--- config.mk ---
export PLATFORM = sky130hd
export DESIGN_NAME = trl_top
export DESIGN_NICKNAME = d
export VERILOG_FILES = /design/src/rtl/trl_pkg.sv /design/src/rtl/trl_tone_decode.sv /design/src/rtl/trl_level_decode.sv /design/src/rtl/trl_top.sv
export SDC_FILE = /design/constraint.sdc
export NUM_CORES = 1
export LEC_CHECK = 0
export ABC_AREA = 0
export BUFFER_PORTS_ARGS = -buffer_cell sky130_fd_sc_hd__buf_2
export CAP_MARGIN = 0
export CELL_PAD_IN_SITES_DETAIL_PLACEMENT = 1
export CELL_PAD_IN_SITES_GLOBAL_PLACEMENT = 2
export CORE_ASPECT_RATIO = 1.75
export CORE_MARGIN = 10
export CORE_UTILIZATION = 30
export CTS_BUF_LIST = sky130_fd_sc_hd__clkbuf_16
export CTS_CLUSTER_SIZE = 14
export DETAILED_ROUTE_END_ITERATION = 16
export PLACE_DENSITY = 0.86
export SYNTH_ARGS = -nofsm -noshare
export SYNTH_HDL_FRONTEND = slang
export SYNTH_SLANG_ARGS = --single-unit
--- constraint.sdc ---
create_clock -name CORE_CLK_IN -period 3.4 [get_ports CORE_CLK_IN]
set_input_delay 0.34 -clock CORE_CLK_IN [delete_from_list [all_inputs] [get_ports CORE_CLK_IN]]
set_output_delay 0.34 -clock CORE_CLK_IN [all_outputs]
set_load 0.1 [all_outputs]
--- src/rtl/trl_pkg.sv ---
// Contract
// - ringing select clear: 9-bit frequency code is output frequency divided by ten.
// - frequency code bit 8 in first register bit 0, bits 7..0 in the next register.
// - ringing select set: upper three code bits ignored, low six bits used.
// - ringing code equals frequency in hertz, 15 to 50 Hz in 1 Hz steps.
// - ringing config bit 3 picks voice-band or ringing for channel 1 generator 1.
// - ringing config bit 7 picks voice-band or ringing for channel 2 generator 1.
// - channel 1 frequency and level always come from the same register pair.
// - channel 2 frequency and level come from its own separate register pair.
// - channel 2 waveform field bits 6..4 act only while channel 2 ringing set.
// - channel 1 waveform field bits 2..0 act only while channel 1 ringing set.
// - waveform code 0 is sinusoid; 1..7 trapezoid crest 1.225 plus 0.025 per step.
// - channel 2 level register bits 7..4 set receive attenuation.
// - channel 2 level register bits 3..0 set transmit attenuation.
// - level code n below 15 attenuates n dB; code 15 mutes the path.
// - 7-bit channel 1 level field is ten times level plus 12.2; zero is off.
package trl_pkg;

  localparam int unsigned ADDR_W = 8;
  localparam int unsigned DATA_W = 32;
  localparam int unsigned REG_W  = 8;

  localparam logic [ADDR_W-1:0] OFS_LEVEL_MSB  = 8'h00;
  localparam logic [ADDR_W-1:0] OFS_FREQ_LOW   = 8'h04;
  localparam logic [ADDR_W-1:0] OFS_RING_CFG   = 8'h08;
  localparam logic [ADDR_W-1:0] OFS_CH2_LEVELS = 8'h0c;
  localparam logic [ADDR_W-1:0] OFS_STATUS     = 8'h10;

  localparam logic [REG_W-1:0] REG_RESET = 8'h00;

  localparam int unsigned FREQ_MSB_BIT  = 0;
  localparam int unsigned LEVEL_LSB     = 1;
  localparam int unsigned LEVEL_MSB     = 7;
  localparam int unsigned CH1_RING_BIT  = 3;
  localparam int unsigned CH2_RING_BIT  = 7;
  localparam int unsigned CH1_WAVE_LSB  = 0;
  localparam int unsigned CH1_WAVE_MSB  = 2;
  localparam int unsigned CH2_WAVE_LSB  = 4;
  localparam int unsigned CH2_WAVE_MSB  = 6;
  localparam int unsigned RX_LSB        = 4;
  localparam int unsigned RX_MSB        = 7;
  localparam int unsigned TX_LSB        = 0;
  localparam int unsigned TX_MSB        = 3;

  localparam int unsigned FREQ_W   = 9;
  localparam int unsigned RING_W   = 6;
  localparam int unsigned HZ_W     = 12;
  localparam int unsigned WAVE_W   = 3;
  localparam int unsigned CREST_W  = 11;
  localparam int unsigned ATTEN_W  = 4;
  localparam int unsigned LEVEL_W  = 7;

  localparam logic [3:0]         VOICE_STEP_HZ  = 4'ha;
  localparam logic [FREQ_W-1:0]  VOICE_MIN_CODE = 9'h01e;
  localparam logic [FREQ_W-1:0]  VOICE_MAX_CODE = 9'h154;
  localparam logic [RING_W-1:0]  RING_MIN_HZ    = 6'h0f;
  localparam logic [RING_W-1:0]  RING_MAX_HZ    = 6'h32;
  localparam logic [CREST_W-1:0] CREST_BASE_MILLI = 11'h4c9;
  localparam logic [CREST_W-1:0] CREST_STEP_MILLI = 11'h019;
  localparam logic [WAVE_W-1:0]  WAVE_SINE      = 3'h0;
  localparam logic [ATTEN_W-1:0] ATTEN_MUTE     = 4'hf;
  localparam logic [LEVEL_W-1:0] LEVEL_OFF      = 7'h00;

  typedef struct packed {
    logic              psel;
    logic              penable;
    logic              pwrite;
    logic [ADDR_W-1:0] paddr;
    logic [DATA_W-1:0] pwdata;
  } trl_apb_req_type;

  typedef struct packed {
    logic [DATA_W-1:0] prdata;
    logic              pready;
    logic              pslverr;
  } trl_apb_rsp_type;

  typedef struct packed {
    logic               ring;
    logic [FREQ_W-1:0]  freq_code;
    logic [HZ_W-1:0]    freq_hz;
    logic               in_band;
    logic [WAVE_W-1:0]  wave;
    logic               trapezoid;
    logic [CREST_W-1:0] crest_milli;
  } trl_tone_type;

  typedef struct packed {
    logic [ATTEN_W-1:0] atten_db;
    logic               mute;
  } trl_path_type;

  typedef struct packed {
    logic [REG_W-1:0]   level_msb_q;
    logic [REG_W-1:0]   freq_low_q;
    logic [REG_W-1:0]   ring_cfg_q;
    logic [REG_W-1:0]   ch2_levels_q;
    logic [DATA_W-1:0]  rdata_q;
    trl_tone_type       ch1_q;
    trl_tone_type       ch2_q;
    trl_path_type       rx_q;
    trl_path_type       tx_q;
    logic [LEVEL_W-1:0] ch1_level_q;
    logic               ch1_on_q;
  } trl_state_type;

endpackage : trl_pkg

--- src/rtl/trl_tone_decode.sv ---
`timescale 1ns/100ps
module trl_tone_decode
  import trl_pkg::*;
(
  input  wire logic                        ring_sel_in,
  input  wire logic [trl_pkg::FREQ_W-1:0]  freq_code_in,
  input  wire logic [trl_pkg::WAVE_W-1:0]  wave_in,
  output trl_pkg::trl_tone_type            tone_out
);
  logic [trl_pkg::HZ_W-1:0]    voice_hz;
  logic [trl_pkg::WAVE_W-1:0]  wave_eff;
  logic [trl_pkg::RING_W-1:0]  ring_code;

  always_comb begin
    ring_code = freq_code_in[RING_W-1:0];
    // widen before the product so 340 * 10 does not wrap at nine bits
    voice_hz  = HZ_W'(freq_code_in) * HZ_W'(VOICE_STEP_HZ);
    wave_eff  = ring_sel_in ? wave_in : WAVE_SINE;
    tone_out.ring = ring_sel_in;
    if (ring_sel_in) begin
      // upper bits dropped so downstream never sees stale voice code
      tone_out.freq_code = FREQ_W'(ring_code);
      tone_out.freq_hz   = HZ_W'(ring_code);
      tone_out.in_band   = (ring_code >= RING_MIN_HZ) && (ring_code <= RING_MAX_HZ);
    end else begin
      tone_out.freq_code = freq_code_in;
      tone_out.freq_hz   = voice_hz;
      tone_out.in_band   = (freq_code_in >= VOICE_MIN_CODE) && (freq_code_in <= VOICE_MAX_CODE);
    end
    tone_out.wave      = wave_eff;
    tone_out.trapezoid = (wave_eff != WAVE_SINE);
    if (wave_eff == WAVE_SINE) begin
      tone_out.crest_milli = '0;
    end else begin
      tone_out.crest_milli = CREST_W'(CREST_BASE_MILLI
                           + CREST_STEP_MILLI * (CREST_W'(wave_eff) - CREST_W'(1)));
    end
  end
endmodule : trl_tone_decode

--- src/rtl/trl_level_decode.sv ---
`timescale 1ns/100ps
module trl_level_decode
  import trl_pkg::*;
(
  input  wire logic [trl_pkg::ATTEN_W-1:0] code_in,
  output trl_pkg::trl_path_type            path_out
);
  always_comb begin
    path_out.mute     = (code_in == ATTEN_MUTE);
    path_out.atten_db = (code_in == ATTEN_MUTE) ? '0 : code_in;
  end
endmodule : trl_level_decode

--- src/rtl/trl_top.sv ---
// Implementation choices: the APB register port and the register offsets.
`timescale 1ns/100ps
module trl_top
  import trl_pkg::*;
(
  input  wire logic                         CORE_CLK_IN,
  input  wire logic                         RESET_N_IN,
  input  wire logic                         CLK_EN_IN,
  input  trl_pkg::trl_apb_req_type          APB_REQ_IN,
  output trl_pkg::trl_apb_rsp_type          APB_RSP_OUT,
  input  wire logic [trl_pkg::FREQ_W-1:0]   CH2_FREQ_CODE_IN,
  output trl_pkg::trl_tone_type             CH1_TONE_OUT,
  output trl_pkg::trl_tone_type             CH2_TONE_OUT,
  output trl_pkg::trl_path_type             CH2_RX_OUT,
  output trl_pkg::trl_path_type             CH2_TX_OUT,
  output logic [trl_pkg::LEVEL_W-1:0]       CH1_LEVEL_CODE_OUT,
  output logic                              CH1_TONE_ON_OUT
);
  import trl_pkg::*;

  trl_state_type s_q;
  trl_state_type s_d;
  trl_tone_type  ch1_dec;
  trl_tone_type  ch2_dec;
  trl_path_type  rx_dec;
  trl_path_type  tx_dec;
  logic          setup_ph;
  logic          access_ph;
  logic          addr_hit;
  logic          wr_en;
  logic [FREQ_W-1:0]  ch1_code;
  logic [DATA_W-1:0]  rd_mux;
  logic [DATA_W-1:0]  status_word;

  if (FREQ_W != RING_W + 3) begin : g_width_chk
    $error("frequency code must be six ringing bits plus three");
  end

  // registers hold bus-visible fields, the channel 1 code spans two of them
  assign ch1_code = {s_q.level_msb_q[FREQ_MSB_BIT], s_q.freq_low_q};

  trl_tone_decode u_ch1_tone (
    .ring_sel_in  (s_q.ring_cfg_q[CH1_RING_BIT]),
    .freq_code_in (ch1_code),
    .wave_in      (s_q.ring_cfg_q[CH1_WAVE_MSB:CH1_WAVE_LSB]),
    .tone_out     (ch1_dec)
  );

  // channel 2 code lives in its own register pair outside this block
  trl_tone_decode u_ch2_tone (
    .ring_sel_in  (s_q.ring_cfg_q[CH2_RING_BIT]),
    .freq_code_in (CH2_FREQ_CODE_IN),
    .wave_in      (s_q.ring_cfg_q[CH2_WAVE_MSB:CH2_WAVE_LSB]),
    .tone_out     (ch2_dec)
  );

  trl_level_decode u_rx_level (
    .code_in  (s_q.ch2_levels_q[RX_MSB:RX_LSB]),
    .path_out (rx_dec)
  );

  trl_level_decode u_tx_level (
    .code_in  (s_q.ch2_levels_q[TX_MSB:TX_LSB]),
    .path_out (tx_dec)
  );

  assign setup_ph  = APB_REQ_IN.psel && !APB_REQ_IN.penable;
  assign access_ph = APB_REQ_IN.psel && APB_REQ_IN.penable;
  assign addr_hit  = (APB_REQ_IN.paddr == OFS_LEVEL_MSB)
                  || (APB_REQ_IN.paddr == OFS_FREQ_LOW)
                  || (APB_REQ_IN.paddr == OFS_RING_CFG)
                  || (APB_REQ_IN.paddr == OFS_CH2_LEVELS)
                  || (APB_REQ_IN.paddr == OFS_STATUS);
  // a frozen clock enable stalls the access, so no write is lost
  assign wr_en     = access_ph && CLK_EN_IN && APB_REQ_IN.pwrite && addr_hit;

  assign status_word = {{(DATA_W-8){1'b0}},
                        s_q.tx_q.mute, s_q.rx_q.mute,
                        s_q.ch2_q.in_band, s_q.ch2_q.ring,
                        s_q.ch1_q.trapezoid, s_q.ch1_q.in_band,
                        s_q.ch1_q.ring, s_q.ch1_on_q};

  always_comb begin
    unique case (APB_REQ_IN.paddr)
      OFS_LEVEL_MSB:  rd_mux = DATA_W'(s_q.level_msb_q);
      OFS_FREQ_LOW:   rd_mux = DATA_W'(s_q.freq_low_q);
      OFS_RING_CFG:   rd_mux = DATA_W'(s_q.ring_cfg_q);
      OFS_CH2_LEVELS: rd_mux = DATA_W'(s_q.ch2_levels_q);
      OFS_STATUS:     rd_mux = status_word;
      default:        rd_mux = '0;
    endcase
  end

  always_comb begin
    s_d = s_q;
    if (setup_ph && !APB_REQ_IN.pwrite) begin
      s_d.rdata_q = rd_mux;
    end
    if (wr_en) begin
      unique case (APB_REQ_IN.paddr)
        OFS_LEVEL_MSB:  s_d.level_msb_q  = APB_REQ_IN.pwdata[REG_W-1:0];
        OFS_FREQ_LOW:   s_d.freq_low_q   = APB_REQ_IN.pwdata[REG_W-1:0];
        OFS_RING_CFG:   s_d.ring_cfg_q   = APB_REQ_IN.pwdata[REG_W-1:0];
        OFS_CH2_LEVELS: s_d.ch2_levels_q = APB_REQ_IN.pwdata[REG_W-1:0];
        default:        s_d.rdata_q      = s_q.rdata_q; // status is read-only
      endcase
    end
    // decoded outputs trail register writes by one cycle
    s_d.ch1_q       = ch1_dec;
    s_d.ch2_q       = ch2_dec;
    s_d.rx_q        = rx_dec;
    s_d.tx_q        = tx_dec;
    s_d.ch1_level_q = s_q.level_msb_q[LEVEL_MSB:LEVEL_LSB];
    s_d.ch1_on_q    = (s_q.level_msb_q[LEVEL_MSB:LEVEL_LSB] != LEVEL_OFF);
  end

  always_ff @(posedge CORE_CLK_IN or negedge RESET_N_IN) begin
    if (!RESET_N_IN) begin
      s_q <= '0;
    end else if (CLK_EN_IN) begin
      s_q <= s_d;
    end
  end

  always_comb begin
    APB_RSP_OUT.pready  = CLK_EN_IN;
    APB_RSP_OUT.pslverr = access_ph && !addr_hit;
    APB_RSP_OUT.prdata  = s_q.rdata_q;
  end

  assign CH1_TONE_OUT       = s_q.ch1_q;
  assign CH2_TONE_OUT       = s_q.ch2_q;
  assign CH2_RX_OUT         = s_q.rx_q;
  assign CH2_TX_OUT         = s_q.tx_q;
  assign CH1_LEVEL_CODE_OUT = s_q.ch1_level_q;
  assign CH1_TONE_ON_OUT    = s_q.ch1_on_q;

  // checks, all but a_crest, a_reset_zero and the covers gated on the clock enable letting state move
  property p_freq_write;
    @(posedge CORE_CLK_IN) disable iff (!RESET_N_IN)
      (wr_en && APB_REQ_IN.paddr == OFS_FREQ_LOW)
      |=> (s_q.freq_low_q == $past(APB_REQ_IN.pwdata[REG_W-1:0]));
  endproperty
  a_freq_write: assert property (p_freq_write) else $error("freq low write lost");

  property p_voice_hz;
    @(posedge CORE_CLK_IN) disable iff (!RESET_N_IN)
      (CLK_EN_IN && !s_q.ring_cfg_q[CH1_RING_BIT])
      |=> (CH1_TONE_OUT.freq_hz == HZ_W'($past(ch1_code)) * HZ_W'(VOICE_STEP_HZ));
  endproperty
  a_voice_hz: assert property (p_voice_hz) else $error("voice frequency not code times ten");

  property p_ring_upper;
    @(posedge CORE_CLK_IN) disable iff (!RESET_N_IN)
      (CLK_EN_IN && s_q.ring_cfg_q[CH1_RING_BIT])
      |=> (CH1_TONE_OUT.freq_code[FREQ_W-1:RING_W] == '0) && CH1_TONE_OUT.ring;
  endproperty
  a_ring_upper: assert property (p_ring_upper) else $error("ringing upper bits not ignored");

  property p_ring_hz;
    @(posedge CORE_CLK_IN) disable iff (!RESET_N_IN)
      (CLK_EN_IN && s_q.ring_cfg_q[CH1_RING_BIT])
      |=> (CH1_TONE_OUT.freq_hz == HZ_W'($past(s_q.freq_low_q[RING_W-1:0])));
  endproperty
  a_ring_hz: assert property (p_ring_hz) else $error("ringing frequency not code in hertz");

  property p_ch2_wave_gate;
    @(posedge CORE_CLK_IN) disable iff (!RESET_N_IN)
      (CLK_EN_IN && !s_q.ring_cfg_q[CH2_RING_BIT]) |=> (CH2_TONE_OUT.wave == WAVE_SINE);
  endproperty
  a_ch2_wave_gate: assert property (p_ch2_wave_gate) else $error("ch2 waveform leaks");

  property p_ch1_wave_gate;
    @(posedge CORE_CLK_IN) disable iff (!RESET_N_IN)
      (CLK_EN_IN && s_q.ring_cfg_q[CH1_RING_BIT])
      |=> (CH1_TONE_OUT.wave == $past(s_q.ring_cfg_q[CH1_WAVE_MSB:CH1_WAVE_LSB]));
  endproperty
  a_ch1_wave_gate: assert property (p_ch1_wave_gate) else $error("ch1 waveform not used");

  property p_crest;
    @(posedge CORE_CLK_IN) disable iff (!RESET_N_IN)
      CH1_TONE_OUT.trapezoid |-> (CH1_TONE_OUT.crest_milli == CREST_W'(CREST_BASE_MILLI
        + CREST_STEP_MILLI * (CREST_W'(CH1_TONE_OUT.wave) - CREST_W'(1))));
  endproperty
  a_crest: assert property (p_crest) else $error("crest factor wrong");

  property p_rx_level;
    @(posedge CORE_CLK_IN) disable iff (!RESET_N_IN)
      CLK_EN_IN |=> ($past(s_q.ch2_levels_q[RX_MSB:RX_LSB]) == ATTEN_MUTE)
        ? CH2_RX_OUT.mute
        : (CH2_RX_OUT.atten_db == $past(s_q.ch2_levels_q[RX_MSB:RX_LSB]));
  endproperty
  a_rx_level: assert property (p_rx_level) else $error("rx attenuation wrong");

  property p_tx_mute;
    @(posedge CORE_CLK_IN) disable iff (!RESET_N_IN)
      CLK_EN_IN |=> (CH2_TX_OUT.mute == ($past(s_q.ch2_levels_q[TX_MSB:TX_LSB]) == ATTEN_MUTE));
  endproperty
  a_tx_mute: assert property (p_tx_mute) else $error("tx mute wrong");

  property p_level_off;
    @(posedge CORE_CLK_IN) disable iff (!RESET_N_IN)
      CLK_EN_IN |=> (CH1_TONE_ON_OUT == ($past(s_q.level_msb_q[LEVEL_MSB:LEVEL_LSB]) != LEVEL_OFF));
  endproperty
  a_level_off: assert property (p_level_off) else $error("level zero not off");

  property p_ch1_select;
    @(posedge CORE_CLK_IN) disable iff (!RESET_N_IN)
      CLK_EN_IN |=> (CH1_TONE_OUT.ring == $past(s_q.ring_cfg_q[CH1_RING_BIT]));
  endproperty
  a_ch1_select: assert property (p_ch1_select) else $error("ch1 mode select lost");

  property p_ch2_select;
    @(posedge CORE_CLK_IN) disable iff (!RESET_N_IN)
      CLK_EN_IN |=> (CH2_TONE_OUT.ring == $past(s_q.ring_cfg_q[CH2_RING_BIT]));
  endproperty
  a_ch2_select: assert property (p_ch2_select) else $error("ch2 mode select lost");

  property p_ch2_code;
    @(posedge CORE_CLK_IN) disable iff (!RESET_N_IN)
      (CLK_EN_IN && !s_q.ring_cfg_q[CH2_RING_BIT])
      |=> (CH2_TONE_OUT.freq_code == $past(CH2_FREQ_CODE_IN));
  endproperty
  a_ch2_code: assert property (p_ch2_code) else $error("ch2 code not from own pair");

  property p_tx_level;
    @(posedge CORE_CLK_IN) disable iff (!RESET_N_IN)
      (CLK_EN_IN && (s_q.ch2_levels_q[TX_MSB:TX_LSB] != ATTEN_MUTE))
      |=> (CH2_TX_OUT.atten_db == $past(s_q.ch2_levels_q[TX_MSB:TX_LSB]));
  endproperty
  a_tx_level: assert property (p_tx_level) else $error("tx attenuation wrong");

  property p_level_code;
    @(posedge CORE_CLK_IN) disable iff (!RESET_N_IN)
      CLK_EN_IN |=> (CH1_LEVEL_CODE_OUT == $past(s_q.level_msb_q[LEVEL_MSB:LEVEL_LSB]));
  endproperty
  a_level_code: assert property (p_level_code) else $error("ch1 level code lost");

  property p_reset_zero;
    @(posedge CORE_CLK_IN)
      $rose(RESET_N_IN) |-> (s_q.ring_cfg_q == REG_RESET) && (s_q.ch2_levels_q == REG_RESET)
        && (s_q.level_msb_q == REG_RESET) && !CH1_TONE_OUT.ring;
  endproperty
  a_reset_zero: assert property (p_reset_zero) else $error("registers not zero after reset");

  property p_cov_ring;
    @(posedge CORE_CLK_IN) disable iff (!RESET_N_IN) CH1_TONE_OUT.ring && CH1_TONE_OUT.in_band;
  endproperty
  c_ring: cover property (p_cov_ring);

  property p_cov_trap;
    @(posedge CORE_CLK_IN) disable iff (!RESET_N_IN) CH2_TONE_OUT.trapezoid;
  endproperty
  c_trap: cover property (p_cov_trap);

  property p_cov_mute;
    @(posedge CORE_CLK_IN) disable iff (!RESET_N_IN) CH2_RX_OUT.mute && CH2_TX_OUT.mute;
  endproperty
  c_mute: cover property (p_cov_mute);

  property p_cov_err;
    @(posedge CORE_CLK_IN) disable iff (!RESET_N_IN) APB_RSP_OUT.pslverr && APB_RSP_OUT.pready;
  endproperty
  c_err: cover property (p_cov_err);

endmodule : trl_top

# Yosys cells after proc, flatten, opt, wreduce, memory -nomap -nowiden
# Cells that the tools add are included.
# word_totals
reg_bits	158
in_bits	55
# classes
addsub	4
multipliers	4
n_lt_le_gt_ge	8
n_eq_ne	7
n_mux	12
n_reduce_logical	30
# ops
cell	n
two-way mux 32 bit	3
two-way mux 22 bit	2
case mux 8 bit (5 select lines)	1
adder 11 bit (first input constant)	2
multiplier 5 x 11 -> 11 bit (first input constant)	2
multiplier 9 x 3 -> 11 bit (second input constant)	2
two-way mux 11 bit	2
>= comparator 9 x 5 -> 1 bit (second input constant)	2
<= comparator 9 bit (second input constant)	2
== test 8 x 4 -> 1 bit (second input constant)	2
>= comparator 6 x 4 -> 1 bit (second input constant)	2
<= comparator 6 bit (second input constant)	2
AND reduction 3 bit	4
logical AND 1 bit	11
== test 4 bit (second input constant)	2
== test 8 x 3 -> 1 bit (second input constant)	1
== test 8 x 5 -> 1 bit (second input constant)	1
logical NOT 8 bit	1
two-way mux 4 bit	2
subtractor 3 x 1 -> 4 bit (second input constant)	2
nonzero test 7 bit	1
logical NOT 3 bit	2
two-way mux 3 bit	2
nonzero test 3 bit	2
5 further kinds	10

# Longest topological paths before layout
# depth
ltp_word	8
ltp_mapped	13

# Modules after synthesis
# From an unflattened synthesis, not the netlist that was laid out.
# hier_totals
hier_cells	797
area_unflattened_um2	8851.0
# modules_own_cells
mod	instances	cells_per_inst	area_each_um2	seq_area_each_um2
trl_top	1	487	6431.2	3353.2
trl_tone_decode	2	146	1162.4	0.0
trl_level_decode	2	9	47.5	0.0

# Worst setup path after synthesis
# Ideal clock, no wire load.
# synth_timing
path_kind	reg2reg
from	register s_q[141] (netlist name)
to	register s_q (netlist bit CH2_TONE_OUT[10])
setup_time_ps	101
arrival_time_ps	3260
required_time_ps	3299
slack_ps	40
path_stages_with_launch	13
n_path_buf	1
path_cell_list	dfrtp_1 > buf_4 > nand2_1 > ha_1 > xnor2_1 > ha_1 > fa_1 > ha_1 > ha_1 > nand4_1 > nand2_1 > mux2_2 > o32ai_1
# synth_between
elab_chain_len	5
elab_cells_between_ends	6
cone_classes	2 x add/sub; 1 x mul; 2 x mux; 1 x reduce/logical
# synth_rtl
item	line	text
start: declaration	trl_top.sv:21	trl_state_type s_q;
start signal: assignment	trl_top.sv:119	s_q <= '0;
start signal: assignment	trl_top.sv:121	s_q <= s_d;
two-way mux 3 bit *	trl_tone_decode.sv:18	wave_eff = ring_sel_in ? wave_in : WAVE_SINE;
subtractor 3 x 1 -> 4 bit	trl_tone_decode.sv:36	+ CREST_STEP_MILLI * (CREST_W'(wave_eff) - CREST_W'(1)));
multiplier 5 x 11 -> 11 bit	trl_tone_decode.sv:36	
adder 11 bit	trl_tone_decode.sv:36	
two-way mux 11 bit *	trl_tone_decode.sv:32	if (wave_eff == WAVE_SINE) begin
# Every way passes the cells marked *; elsewhere a longest branch is shown, timed or not.
# A chain may end at the register's enable or synchronous reset.

# Worst setup path after layout
# layout_timing
from	register s_q[137] (netlist name)
to	register s_q (netlist bit CH1_TONE_OUT[10])
# The elaborated chain is that of the path after synthesis.

==> reports/metrics.cfg <==
[cells_and_area]
layout_common_cells=buf_2, dfrtp_1, mux2_2
layout-drive-gt1-share_pct=32.3
design_area_um2=8750
areaGrowthSynthToFinish_pct=10.9
final_common_cell=buf_2
nets=923

[yosys]
ys_warn_count=0
yosys.area_share.simple_pct=9.06
synth.top_cell.area_share_pct=39.3
syn_area_um2=7890
ys_types=54
synth.avg_cell_area_um2=10.3
synth_xor_area_share_pct=2.66
synthCells=768
synthAdderAreaFrac_pct=9.77
synth_compound_area_share_pct=11.3
yosys-top-cells-area=dfrtp_1, buf_4, mux2_2
synth_top_family_by_area=buffers and inverters
yosysTopAreaCell=dfrtp_1
seq_area_frac_synth_pct=39.3
async_reset_ff_share_pct=100
synth_edf_count=0
synth-seq-cells=124
muxShareOfSynthArea_pct=12.1
synth_flop_cell=dfrtp_1

[cts]
cts_inserted_buffers=17
clkTransAtPathRegs_ps=60
clkLatencyLatePin_ps=430
cts_tree=done
htree_levels=4
cts_buffer_depth=2
cts_root_buf=clkbuf_16
cts_setup_buffers=0
cts.sinks=124

[sta]
fin_crit_sh_pct=93.3
tightest_slew_ps=974
relSlewSlack_pct=34.5
fin_hold_ws_ps=-4.73
fin_worst_skew_ps=6.84
tns_ps=0
slew_violations=0
min_period_ps=3170
fmax_mhz=315
finalSetupViolations=0
finalHoldViolations=10

[global_route]
grt_pass1_wl_um=34200
grtUsageTotal_pct=13.3
grt_pass1_vias=6113
grt-ovfl-total=0
grt_start_max_net_pins=68
antenna_found_initial=4

[outcome]
status=finished, violations left
failed_checks=hold timing

[power]
ir_drop_v=0.000309
combPwrFrac_pct=19.1
power_switching_mw=1.41
power_frac_clock_pct=43.9
power_mw=4.20
p_leak_nw=4.44
pwr-share-seq_pct=37.0
intPower_mw=2.79
power_density_nw_per_um2=480
sw_frac_of_total_pct=33.5

[drt]
vias=5600
drtAntennaViolNets=0
route.detailed.drc=0
drt_wl_total_um=22000
detail_route.wl_per_cell_um=19.2
firstDrtPassIters=4
drtIter0Drc=180
via_per_inst=4.89

[die]
die_y_um=235
floorplan.initialDensity_pct=30.4
io_pins=183
core_um2=26000
num_rows=78
die_w_um=143
die-area_um2=33400

[run]
cap_violations=0

[setup_path]
worstSetupPathType=flip-flop to flip-flop
endpoint_kind=flip-flop
worstPathArrival_ps=3470
crit_buf_inv=0
crit_path_frequent_cell=ha_1
critPathSlowestCell=fa_1
crit_chain=nand2_1 > ha_2 > xnor2_2 > ha_1 > fa_1 > ha_1 > ha_1 > a21o_1 > a41oi_1 > nor2_1 > nor4bb_2 > a221oi_2
worstPathRequired_ps=3700
critical_path.top_delay_family=adder cells
path_max_fanout=5
start_kind=flip-flop
cpPeakStageDelay_ps=450

[place]
dpl.hpwl_um=16700
port_buffers=134
placed_cell_area_um2=8130
gp_congestion=0.846

[min_path]
hold_path_class=input pin to async pin

[final timing paths]
path / endpoint / cells past startpoint / start / slack (ps)
worst min register to register: APB_RSP_OUT[9] / 2 / APB_RSP_OUT[9] / 480
worst max register to register: CH1_TONE_OUT[10] / 12 / s_q[137] / 230
min in group CORE_CLK_IN: s_d[7] / 2 / APB_REQ_IN[7] / 200
worst max-delay path: CH1_TONE_OUT[10] / 12 / s_q[137] / 230
max in group asynchronous: CH2_TX_OUT[3] / 2 / RESET_N_IN / 2540
worst min-delay path: CH1_TONE_OUT[31] / 1 / RESET_N_IN / -5
[timing repair]
| action | in CTS | in global routing |
|---|---|---|
| endpoints found under the hold margin | 0 | 0 |
| hold buffers | 0 | 0 |
| endpoints found under the setup margin | 0 | 3 |
| resized for setup | 0 | 7 |
[layer usage]
metal	wire length (um)	vias to the layer above	global-route usage (%)	share of wire [%]
li1	-	2617	-	-
met4	667	6	6.76	3.0
met2	11900	125	24.2	54
met3	1130	38	3.89	5.1
met5	54	-	0	0.25
met1	8280	2814	13.4	38
[state kept, by name, summed over array words and instances (netlist names)]
signal              count
s_d                     7
CH1_LEVEL_CODE_OUT      7
CH2_TX_OUT              5
CH2_TONE_OUT           33
ch1_code                9
APB_RSP_OUT             8
CH1_TONE_ON_OUT         1
s_q                    16
CH2_RX_OUT              5
CH1_TONE_OUT           33
[kinds of logic after synthesis]
kind of cell | Yosys count
multiplexers | 86
flip-flops | 124
AO/OA/AOI/OAI | 146
XOR/XNOR | 24
AND/OR/NAND/NOR | 130
adder cells (fa/ha/maj) | 58
buffers and inverters | 199
other | 1
[cell type report]
class,instances,area [um^2]
Fill cell,2923,17200
Multi-Input combinational cell,468,3660
Sequential cell,124,3100
Tap cell,320,400
Antenna cell,2,5.00
Inverter,49,186
Clock inverter,15,159
Clock buffer,17,425
Timing Repair Buffer,150,808
[synthesized netlist by cell type, drive strengths merged, types with 3 or more instances]
cell and n:
buf 140, dfrtp 124, mux2 66, ha 52, o21ai 51, inv 49
nor2 36, a21oi 28, nand2 26, nand3 21, mux2i 19, a22oi 15
o22ai 14, xnor2 13, nor3 11, xor2 11, clkbuf 10, a211oi 9
nand3b 8, a31oi 7, nand4 7, a21o 6, fa 6, nand2b 4
nor2b 4, o21bai 4, a211o 3, and3 3, nor4 3
[worst register-to-register path: stages (launching register included)]
cell and delay, ps:
dfrtp_1 390, nand2_1 120, ha_2 250, xnor2_2 160, ha_1 320, fa_1 450, ha_1 220, ha_1 330
a21o_1 190, a41oi_1 170, nor2_1 70, nor4bb_2 310, a221oi_2 60
[metrics by stage]
step	util (%)	std cells	setup slack, ps
3_5_place_dp	31.3	1111	121
2_1_floorplan	-	791	39.7
3_3_place_gp	31.3	1111	188
6_report	33.7	1145	228
5_1_grt	33.7	1144	-7.06
4_1_cts	33.6	1143	81.5
[power by group through the flow]
stage	Combinational [mW]	Clock (mW)	Sequential, mW
5_1_grt	0.847	1.94	1.56
3_5_place_dp	0.808	0	1.58
6_report	0.802	1.84	1.56
2_1_floorplan	0.724	0	1.58
3_3_place_gp	0.801	0	1.58
4_1_cts	0.812	1.89	1.56
(Power assumes the default switching activity.)
